**config.mk**
```make
export PLATFORM = sky130hd
export DESIGN_NAME = jbst_tap
export DESIGN_NICKNAME = d
export VERILOG_FILES = /design/src/pkg/jbst_pkg.sv /design/src/rtl/jbst_sync.sv /design/src/rtl/jbst_tap.sv
export SDC_FILE = /design/constraint.sdc
export NUM_CORES = 1
export LEC_CHECK = 0
export BUFFER_PORTS_ARGS = -buffer_cell sky130_fd_sc_hd__buf_4
export CAP_MARGIN = 0
export CORE_MARGIN = 2
export CORE_UTILIZATION = 36
export CTS_CLUSTER_SIZE = 25
export DETAILED_ROUTE_END_ITERATION = 10
export HOLD_SLACK_MARGIN = 0.15
export PLACE_DENSITY = 0.68
export SYNTH_ARGS = -nofsm -noshare
export SYNTH_HDL_FRONTEND = slang
export SYNTH_SLANG_ARGS = --single-unit
```
**constraint.sdc**
```tcl
create_clock -name core_clk_i -period 1.9 [get_ports core_clk_i]
set_input_delay 0.19 -clock core_clk_i [delete_from_list [all_inputs] [get_ports core_clk_i]]
set_output_delay 0.19 -clock core_clk_i [all_outputs]
set_load 0.005 [all_outputs]
```
**src/pkg/jbst_pkg.sv**
```systemverilog
// Package for the boundary-scan test access port.
// Assumes a single core clock that oversamples the test clock pin.
package jbst_pkg;

    // ------------------------------------------------------------------
    // Instruction codes
    // ------------------------------------------------------------------
    localparam int          IR_W        = 3;
    localparam logic [2:0]  INS_EXTEST  = 3'h0;
    localparam logic [2:0]  INS_SAMPLE  = 3'h4;
    localparam logic [2:0]  INS_IDCODE  = 3'h6;
    localparam logic [2:0]  INS_BYPASS  = 3'h7;
    // Pattern loaded into the instruction shifter at Capture-IR.
    localparam logic [2:0]  IR_CAPTURE  = 3'h1;

    // ------------------------------------------------------------------
    // Identification word layout
    // ------------------------------------------------------------------
    localparam int          ID_W        = 32;
    localparam int          PROD_LSB    = 1;
    localparam int          PROD_W      = 11;
    localparam int          PART_LSB    = 12;
    localparam int          PART_W      = 16;
    localparam int          REV_LSB     = 28;
    localparam int          REV_W       = 4;
    localparam logic        ID_MARKER   = 1'b1;

    // ------------------------------------------------------------------
    // Chain and reset timing
    // ------------------------------------------------------------------
    localparam int          BSC_LEN     = 98;
    localparam int          TLR_HIGHS   = 5;

    // ------------------------------------------------------------------
    // Controller states
    // ------------------------------------------------------------------
    typedef enum logic [3:0] {
        ST_TLR, ST_RTI, ST_SEL_DR, ST_CAP_DR, ST_SH_DR, ST_EX1_DR,
        ST_PAU_DR, ST_EX2_DR, ST_UPD_DR, ST_SEL_IR, ST_CAP_IR,
        ST_SH_IR, ST_EX1_IR, ST_PAU_IR, ST_EX2_IR, ST_UPD_IR
    } jbst_state_t;

endpackage

```
**src/rtl/jbst_sync.sv**
```systemverilog
// Two-flop synchroniser for pins arriving from outside the clock domain.
// Assumes the destination clock is core_clk_i; no logic reads stage one.
`timescale 1ns/100ps
module jbst_sync #(
    parameter int W = 1
) (
    input  wire logic         core_clk_i,   // Core clock.
    input  wire logic         resetn_i,     // Asynchronous reset, low.
    input  wire logic         en_i,         // Clock enable.
    input  wire logic [W-1:0] d_i,          // Asynchronous inputs.
    output logic      [W-1:0] q_o           // Synchronised outputs.
);

    logic [W-1:0] meta;
    logic [W-1:0] next_meta;
    logic [W-1:0] next_q;

    // Next values hold while the enable is low.
    always_comb begin
        next_meta = en_i ? d_i  : meta;
        next_q    = en_i ? meta : q_o;
    end

    // Register both stages.
    always_ff @(posedge core_clk_i or negedge resetn_i) begin
        if (!resetn_i) begin
            meta <= '0;
            q_o  <= '0;
        end else begin
            meta <= next_meta;
            q_o  <= next_q;
        end
    end

endmodule // jbst_sync

```
**src/rtl/jbst_tap.sv**
```systemverilog
// Boundary-scan test access port: controller, instruction and data regs.
// Assumes test clock, mode, data and pin inputs are asynchronous pins;
// the core clock runs several times faster than the test clock.
//
// Functional notes
// - Three-bit instruction, shifted in LSB first.
// - Code 000: chain drives pins, captures inputs.
// - Code 100: chain samples, core path kept.
// - Code 110: identification word on serial path.
// - Code 111: bypass, one test clock delay.
// - Identification word leaves LSB first.
// - Identification word: marker, producer, part, revision.
// - Bypass is a single-bit serial path.
// - Chain is 98 bits, used by two instructions.
// - Sixteen-state controller with data and instruction branches.
// - Serial data moves at the test clock rate.
// - Five mode-high rising edges reach Test-Logic-Reset.
// - Test-Logic-Reset loads identification instruction.
// - Parallel chain output updates on falling edge only.
// - Controller starts in Test-Logic-Reset at reset.
`timescale 1ns/100ps
module jbst_tap
    import jbst_pkg::*;
#(
    parameter int                       CHAIN_LEN = jbst_pkg::BSC_LEN,
    parameter logic [jbst_pkg::PROD_W-1:0] PRODUCER = 11'h001, // Arbitrary.
    parameter logic [jbst_pkg::PART_W-1:0] PART_NUM = 16'h0001, // Arbitrary.
    parameter logic [jbst_pkg::REV_W-1:0]  REVISION = 4'h0      // Arbitrary.
) (
    input  wire logic                 core_clk_i,   // Core clock.
    input  wire logic                 resetn_i,     // Async reset, low.
    input  wire logic                 clk_en_i,     // Freezes state if low.
    input  wire logic                 tck_i,        // Test clock pin.
    input  wire logic                 tms_i,        // Test mode select pin.
    input  wire logic                 tdi_i,        // Test data in pin.
    output logic                      tdo_o,        // Test data out.
    output logic                      tdo_oe_o,     // Data out enable.
    input  wire logic [CHAIN_LEN-1:0] pin_in_i,     // Pin levels to capture.
    input  wire logic [CHAIN_LEN-1:0] core_out_i,   // Core values for pins.
    output logic      [CHAIN_LEN-1:0] pin_out_o,    // Values at the pins.
    output logic                      test_mode_o,  // Pins under test.
    output logic [jbst_pkg::IR_W-1:0] instr_o,      // Current instruction.
    output logic                      tlr_o         // In Test-Logic-Reset.
);
    import jbst_pkg::*;

    // ------------------------------------------------------------------
    // Pin synchronisation and edge detection
    // ------------------------------------------------------------------
    logic [2:0]           sync_q;
    logic [CHAIN_LEN-1:0] pin_sync;
    logic                 tck_s;
    logic                 tms_s;
    logic                 tdi_s;
    logic                 tck_d;
    logic                 rise;
    logic                 fall;

    // Test pins pass two flip-flops before any logic reads them.
    jbst_sync #(.W(3)) u_sync_tap (
        .core_clk_i (core_clk_i),
        .resetn_i   (resetn_i),
        .en_i       (clk_en_i),
        .d_i        ({tck_i, tms_i, tdi_i}),
        .q_o        (sync_q)
    );

    // Pin inputs to the chain are synchronised as well.
    jbst_sync #(.W(CHAIN_LEN)) u_sync_pins (
        .core_clk_i (core_clk_i),
        .resetn_i   (resetn_i),
        .en_i       (clk_en_i),
        .d_i        (pin_in_i),
        .q_o        (pin_sync)
    );

    assign tck_s = sync_q[2];
    assign tms_s = sync_q[1];
    assign tdi_s = sync_q[0];
    // Edges of the test clock set the serial rate.
    assign rise  = tck_s & ~tck_d;
    assign fall  = ~tck_s & tck_d;

    // ------------------------------------------------------------------
    // Instruction decode
    // ------------------------------------------------------------------
    typedef enum logic [1:0] {
        SEL_CHAIN, SEL_ID, SEL_BYP
    } jbst_sel_t;

    // Maps an instruction to the data register on the serial path.
    function automatic jbst_sel_t jbst_decode(input logic [2:0] ins);
        case (ins)
            INS_EXTEST: jbst_decode = SEL_CHAIN;
            INS_SAMPLE: jbst_decode = SEL_CHAIN;
            INS_IDCODE: jbst_decode = SEL_ID;
            INS_BYPASS: jbst_decode = SEL_BYP;
            default:    jbst_decode = SEL_BYP;
        endcase
    endfunction

    // ------------------------------------------------------------------
    // State
    // ------------------------------------------------------------------
    jbst_state_t          state;
    jbst_state_t          next_state;
    logic [IR_W-1:0]      ir_sh;
    logic [IR_W-1:0]      next_ir_sh;
    logic [IR_W-1:0]      ir;
    logic [IR_W-1:0]      next_ir;
    logic [ID_W-1:0]      id_sh;
    logic [ID_W-1:0]      next_id_sh;
    logic                 byp;
    logic                 next_byp;
    logic [CHAIN_LEN-1:0] bsc;
    logic [CHAIN_LEN-1:0] next_bsc;
    logic [CHAIN_LEN-1:0] bsc_upd;
    logic [CHAIN_LEN-1:0] next_bsc_upd;
    logic                 next_tdo;
    logic                 next_tdo_oe;
    logic                 next_tck_d;
    logic [ID_W-1:0]      id_word;
    jbst_sel_t            sel;

    // Identification word built from its fields.
    assign id_word = {REVISION, PART_NUM, PRODUCER, ID_MARKER};
    assign sel     = jbst_decode(ir);

    // Controller transitions on each rising test clock edge.
    // The tester presents mode levels per edge.
    always_comb begin
        next_state = state;
        if (rise) begin
            case (state)
                ST_TLR:    next_state = tms_s ? ST_TLR    : ST_RTI;
                ST_RTI:    next_state = tms_s ? ST_SEL_DR : ST_RTI;
                ST_SEL_DR: next_state = tms_s ? ST_SEL_IR : ST_CAP_DR;
                ST_CAP_DR: next_state = tms_s ? ST_EX1_DR : ST_SH_DR;
                ST_SH_DR:  next_state = tms_s ? ST_EX1_DR : ST_SH_DR;
                ST_EX1_DR: next_state = tms_s ? ST_UPD_DR : ST_PAU_DR;
                ST_PAU_DR: next_state = tms_s ? ST_EX2_DR : ST_PAU_DR;
                ST_EX2_DR: next_state = tms_s ? ST_UPD_DR : ST_SH_DR;
                ST_UPD_DR: next_state = tms_s ? ST_SEL_DR : ST_RTI;
                // Mode high from Select-IR completes the five-edge path.
                ST_SEL_IR: next_state = tms_s ? ST_TLR    : ST_CAP_IR;
                ST_CAP_IR: next_state = tms_s ? ST_EX1_IR : ST_SH_IR;
                ST_SH_IR:  next_state = tms_s ? ST_EX1_IR : ST_SH_IR;
                ST_EX1_IR: next_state = tms_s ? ST_UPD_IR : ST_PAU_IR;
                ST_PAU_IR: next_state = tms_s ? ST_EX2_IR : ST_PAU_IR;
                ST_EX2_IR: next_state = tms_s ? ST_UPD_IR : ST_SH_IR;
                ST_UPD_IR: next_state = tms_s ? ST_SEL_DR : ST_RTI;
                default:   next_state = ST_TLR;
            endcase
        end
    end

    // Instruction shifter and current instruction.
    always_comb begin
        next_ir_sh = ir_sh;
        next_ir    = ir;
        if (state == ST_TLR) begin
            next_ir = INS_IDCODE;
        end
        if (rise) begin
            case (state)
                ST_CAP_IR: next_ir_sh = IR_CAPTURE;
                // New bits enter at the top so the first lands in bit 0.
                ST_SH_IR:  next_ir_sh = {tdi_s, ir_sh[IR_W-1:1]};
                default:   next_ir_sh = ir_sh;
            endcase
        end
        if (fall && state == ST_UPD_IR) begin
            next_ir = ir_sh;
        end
    end

    // Data registers: capture and shift on rising edges.
    always_comb begin
        next_id_sh = id_sh;
        next_byp   = byp;
        next_bsc   = bsc;
        if (rise && state == ST_CAP_DR) begin
            case (sel)
                SEL_ID:    next_id_sh = id_word;
                SEL_BYP:   next_byp   = 1'b0;
                SEL_CHAIN: begin
                    // Extest captures pin inputs; sample sees core too.
                    if (ir == INS_EXTEST) begin
                        next_bsc = pin_sync;
                    end else begin
                        next_bsc = pin_sync | core_out_i;
                    end
                end
                default:   next_byp   = 1'b0;
            endcase
        end
        if (rise && state == ST_SH_DR) begin
            case (sel)
                SEL_ID:    next_id_sh = {tdi_s, id_sh[ID_W-1:1]};
                SEL_BYP:   next_byp   = tdi_s;
                SEL_CHAIN: next_bsc   = {tdi_s, bsc[CHAIN_LEN-1:1]};
                default:   next_byp   = tdi_s;
            endcase
        end
    end

    // Parallel chain latch changes only in Update-DR, falling edge.
    always_comb begin
        next_bsc_upd = bsc_upd;
        if (fall && state == ST_UPD_DR && sel == SEL_CHAIN) begin
            next_bsc_upd = bsc;
        end
    end

    // Serial output changes on falling edges, driven only while shifting.
    always_comb begin
        next_tdo    = tdo_o;
        next_tdo_oe = tdo_oe_o;
        next_tck_d  = tck_s;
        if (fall) begin
            next_tdo_oe = (state == ST_SH_DR) || (state == ST_SH_IR);
            if (state == ST_SH_IR) begin
                next_tdo = ir_sh[0];
            end else begin
                case (sel)
                    SEL_ID:    next_tdo = id_sh[0];
                    SEL_CHAIN: next_tdo = bsc[0];
                    default:   next_tdo = byp;
                endcase
            end
        end
    end

    // Register all state; the enable freezes everything.
    always_ff @(posedge core_clk_i or negedge resetn_i) begin
        if (!resetn_i) begin
            state    <= ST_TLR;
            ir_sh    <= IR_CAPTURE;
            ir       <= INS_IDCODE;
            id_sh    <= '0;
            byp      <= 1'b0;
            bsc      <= '0;
            bsc_upd  <= '0;
            tdo_o    <= 1'b0;
            tdo_oe_o <= 1'b0;
            tck_d    <= 1'b0;
        end else if (clk_en_i) begin
            state    <= next_state;
            ir_sh    <= next_ir_sh;
            ir       <= next_ir;
            id_sh    <= next_id_sh;
            byp      <= next_byp;
            bsc      <= next_bsc;
            bsc_upd  <= next_bsc_upd;
            tdo_o    <= next_tdo;
            tdo_oe_o <= next_tdo_oe;
            tck_d    <= next_tck_d;
        end
    end

    // Pins follow the latch under extest, the core otherwise.
    always_comb begin
        test_mode_o = (ir == INS_EXTEST);
        pin_out_o   = test_mode_o ? bsc_upd : core_out_i;
        instr_o     = ir;
        tlr_o       = (state == ST_TLR);
    end

endmodule // jbst_tap

```
======== Word level (Yosys, flattened, before mapping) ========
Index checks and enable logic that the tools add are counted.
Widths: inputs -> output; s select.
word-level totals
  memory bits (writable) .................. 0
  register bits after elaboration ......... 444
  memories kept ........................... 0
  word-level logic and storage cells ...... 91
  output and inout bits ................... 105
  input bits .............................. 202
  bits in read-only memories .............. 0
  latch bits .............................. 0
operators by class
  order comparisons ....................... 0
  reduce and logical (&&, ||, !) cells .... 21
  bitwise gates (word level) .............. 5
  shift operators ......................... 0
  $mul .................................... 0
  equal/unequal tests ..................... 18
  $add $sub $neg .......................... 0
  divide/modulo/power cells ............... 0
  multiplexer cells ....................... 33
operators with widths
  operator            number
  $mux 98             6
  $mux 32             4
  $or 98x98->98       1
  $pmux 4 s12         1
  $eq 4x4->1 const B  8
  $eq 4x3->1 const B  4
  $mux 4              4
  $mux 3              4
  $eq 4x2->1 const B  2
  $mux 1              8
  $reduce_and 2->1    4
  $reduce_or 2->1     4
  $eq 3x3->1 const B  2
  $mux 2              3
  $pmux 3 s2          1
  $logic_and 1x1->1   5
  $eq 4x1->1 const B  1
  $logic_not 4->1     1
  $pmux 2 s2          1
  $reduce_bool 2->1   2
  $logic_not 3->1     1
  $reduce_and 3->1    1
  $reduce_or 3->1     1
  $and 1x1->1         2
  5 further kinds     6

======== Longest topological paths before layout ========
  word-level depth ........................ 9
  depth in mapped cells ................... 7
  depth with buffers taken out ............ 4

======== By module ========
A second synthesis with hierarchy kept.
unflattened totals
  cell total of the unflattened synthesis .. 1457
  area total of the unflattened synthesis .. 19525.0 sq um
modules (own cells, without submodules)
  module                    cells an instance  area each (sq um)  times used  sequential area each (sq um)
  jbst_tap                  1030               11419.7            1           6059.6
  jbst_sync at u_sync_pins  414                7853.8             1           4904.7
  jbst_sync at u_sync_tap   13                 251.5              1           150.1

======== Worst setup path before layout ========
Ideal clock, no wire load.
  path type ............................... reg2out
  from .................................... register ir[0] (netlist: instr_o[0])
  to ...................................... output pin_out_o[88]
  path buffers ............................ 3
  arrival ................................. 1668 ps
  required time ........................... 1710 ps
  stages on the path, launching flop included .. 6
  setup slack ............................. 42 ps
  cell sequence ........................... dfrtp_1 buf_2 nor3_2 buf_2 buf_4 mux2_2
between the ends
  word-level cells in the longest chain between the ends .. 2
ends and longest elaborated chain
  item                    line             RTL
  start, declared         jbst_tap.sv:109  logic [IR_W-1:0] ir;
  start signal, assigned  jbst_tap.sv:250  ir <= next_ir;
  $logic_not 3->1         jbst_tap.sv:263  test_mode_o = (ir == INS_EXTEST);
  named net test_mode_o   jbst_tap.sv:41   output logic test_mode_o,
  $mux 98                 jbst_tap.sv:264  pin_out_o = test_mode_o ? bsc_upd : core_out_i;
  end, declared           jbst_tap.sv:40   output logic [CHAIN_LEN-1:0] pin_out_o,
The timed path passes the listed nets, and every way through them passes these cells.

======== Worst setup path after layout ========
  from .................................... register ir[2] (netlist: instr_o[2])
  to ...................................... output pin_out_o[65]
between the ends
  word-level cells in the longest chain between the ends .. 2
ends and longest elaborated chain
  item             line
  $logic_not 3->1  jbst_tap.sv:263
  $mux 98          jbst_tap.sv:264
No other way between the ends.

==> results.sh <==
export IMPL_hold_class="primary input to async pin"
export IMPL_dp_hpwl_um=31600
export IMPL_max_slew_margin=0.517
export IMPL_netlist_area_um2=19300
export IMPL_start_kind="flop"
export IMPL_ant_nets=0
export IMPL_critPathArrivalTime_ns=2.18
export IMPL_syn_to_final_growth_pct=41.7
export IMPL_timing_final_ws_setup_ns=-0.467
export IMPL_worstPathRequired_ns=1.71
export IMPL_ys_warn_count=0
export IMPL_synth_distinct_cells=47
export IMPL_drtIter0Drc=797
export IMPL_die_h_um=235
export IMPL_cp_max_fo=24
export IMPL_utilization=0.518
export IMPL_seq_area_frac_synth=0.576
export IMPL_drc=0
export IMPL_fin_skew_ns=0.0251
export IMPL_placed_cell_area_um2=22500
export IMPL_seqPwrFrac=0.450
export IMPL_worstMarginPinSlew_ns=0.725
export IMPL_syn_area_per_cell_um2=14.0
export IMPL_worstSkewPairLatency_ns=0.58
export IMPL_fin_nets=2107
export IMPL_rsz0062_at_grt="true"
export IMPL_synth_nets=1576
export IMPL_grt_overflow=0
export IMPL_grt_max_degree=121
export IMPL_combPwrFrac=0.168
export IMPL_core_um2=52800
export IMPL_endpoint_kind="output pin"
export IMPL_clkTransAtPathRegs_ns=0.06
export IMPL_drt_wl_total_um=54500
export IMPL_final_area_um2=27300
export IMPL_pin_count=307
export IMPL_switching_share=0.264
export IMPL_initial_core_util=0.366
export IMPL_ys_ff_latch=444
export IMPL_peakVddDrop_mv=0.637
export IMPL_powerDensity_nw_per_um2=967
export IMPL_place_congestion=0.816
export IMPL_syn_inst=1374
export IMPL_p_int_mw=19.4
export IMPL_via_per_inst=5.32
export IMPL_num_rows=84
export IMPL_synth_edf_count=0
export IMPL_final_common_cell="dfrtp_1"
export IMPL_synthArstFlopShare=1.00
export IMPL_period_share=1.25
export IMPL_path_class="flop to output pin"
export IMPL_cts_tree="built"
export IMPL_dr_pass1_iters=5
export IMPL_antenna_found_initial=4
export IMPL_die_w_um=235
export IMPL_status="finished with violations"
export IMPL_violations="negative setup slack"
export IMPL_port_buffers=306
export IMPL_fillers=4302
export IMPL_track_usage=0.186
export IMPL_clock_sinks=444
export IMPL_max_freq_mhz=423
export IMPL_drive_gt1_frac=0.455
export IMPL_drt_wirelength_per_cell_um=20.7
export IMPL_leakage_nw=12.4
export IMPL_finalSetupViolations=100
export IMPL_clkPwrFrac=0.382
export IMPL_htree_levels=2
export IMPL_first_global_vias=15000
export IMPL_design_die_area_um2=55400
export IMPL_root_buffer="clkbuf_16"
export IMPL_clock_path_buffers=3
export IMPL_hold_violations=0
export IMPL_min_period_ns=2.37
export IMPL_final_cell_mix="dfrtp_1, mux2_2, buf_4"
export IMPL_cts_buffers=51
export IMPL_cap_violations=0
export IMPL_grt_pass1_wl_um=83300
export IMPL_power_switching_mw=6.97
export IMPL_ys_flop_type="dfrtp_1"
export IMPL_vias=14000
export IMPL_report_final_slew_viol_count=0
[power by group through the flow]
stage / sequential, mW / combinational [mW] / clock (mW)
5_1_grt: 12.1 / 4.82 / 10.8
3_5_place_dp: 12.0 / 3.77 / 0
2_1_floorplan: 11.6 / 2.42 / 0
4_1_cts: 11.8 / 4.27 / 10.3
3_3_place_gp: 11.9 / 3.64 / 0
6_report: 11.9 / 4.43 / 10.1
[area by class of cell]
type,count,area (µm²),area share
inverters,6,22.5,0.000824
diodes,4,10.0,0.000366
clock buffers,67,1450,0.0529
flip-flops and latches,444,11100,0.407
repair buffers,589,5780,0.211
well taps,688,861,0.0315
multi-input cells,813,7800,0.285
clock inverters,27,294,0.0108
[worst max-delay path: stages (launching register included)]
cell     delay (ns)
dfstp_4        0.48
nor3_4         0.19
buf_6          0.17
buf_16         0.19
mux2_2         0.37
buf_4          0.14
[path summary, 6_finish.rpt]
| check | from | end | slack [ns] | depth (start not counted) |
|---|---|---|---|---|
| max in group asynchronous | resetn_i | u_sync_pins.meta[55]$_DFFE_PN0P_ | 1.20 | 3 |
| worst max-delay path | instr_o[2]$_DFFE_PN1P_ | pin_out_o[65] | -0.47 | 5 |
| min in group core_clk_i | pin_in_i[19] | u_sync_pins.meta[19]$_DFFE_PN0P_ | 0.37 | 3 |
| worst max register to register | state[3]$_DFFE_PN0P_ | bsc[28]$_DFFE_PN0P_ | 0 | 7 |
| worst min-delay path | resetn_i | bsc_upd[28]$_DFFE_PN0P_ | 0.21 | 3 |
| worst min register to register | bsc_upd[80]$_DFFE_PN0P_ | bsc_upd[80]$_DFFE_PN0P_ | 0.49 | 1 |
[registers in the layout (all words and copies together) (netlist names)]
signal and count:
bsc 98, bsc_upd 98, byp 1, id_sh 32
instr_o 3, ir_sh 3, state 4, tck_d 1
tdo_o 1, tdo_oe_o 1, u_sync_pins.meta 98, u_sync_pins.q_o 98
u_sync_tap.meta 3, u_sync_tap.q_o 3
[stage by stage]
stage / hold WS (ns) / setup WS (ns) / power (mW) / setup TNS (ns) / instances
after CTS: 0.178 / -0.495 / 26.5 / -46.17 / 2611
after global routing: 0.189 / -0.543 / 27.7 / -52.38 / 2638
after detailed placement: 0.110 / 0.0249 / 15.8 / 0 / 2304
after floorplan: -0.106 / 0.0424 / 14.1 / 0 / 1374
after global placement: 0.109 / 0.0807 / 15.6 / 0 / 2304
final: 0.213 / -0.467 / 26.4 / -42.07 / 2638
[cells by family after synthesis]
family,Yosys count,share of synthesized area
simple gates,52,0.0169
mux,399,0.233
buf+inv,117,0.0324
flops,444,0.576
compound gates,362,0.141
[metal layers]
layer | part of all wire | GRT usage | wire, µm
met5 | 0 | 0 | 0
met4 | 0.031 | 0.0716 | 1720
met3 | 0.042 | 0.0325 | 2270
met2 | 0.50 | 0.315 | 27400
met1 | 0.42 | 0.237 | 23100
[repair_timing]
item,in CTS,in global routing
pin swaps,2,56
buffers inserted,7,10
cloned,3,14
hold endpoints to repair,653,0
gates resized for setup,48,73
hold buffers,203,0
endpoints found under the setup margin,101,187
[cells in the mapped netlist, types with 2 or more instances]
cell type  count  area [µm²]
o311ai_0       2        17.5
a21oi_1      107         536
dfstp_2        3        78.8
nor4_1         2        12.5
nand2_1       11        41.3
dfrtp_1      441       11000
inv_1          5        18.8
nor3_4         2        32.5
mux2_1        20         225
nand2b_1       5        31.3
o31ai_1        2        15.0
o22a_2         3        30.0
nor3b_1        3        22.5
clkbuf_1      41         154
buf_4          7        52.6
nor2b_1        4        25.0
buf_2         50         250
a2111oi_0      2        17.5
nor3_1         4        20.0
o2bb2ai_1     98         858
o211ai_1       2        15.0
a22o_1       127        1110
o21ai_0        9        45.0
buf_6         13         146
mux2_2       379        4270
nand3_1        4        20.0
nor2_1         8        30.0
Note: power is estimated with default switching activity, not from simulation.
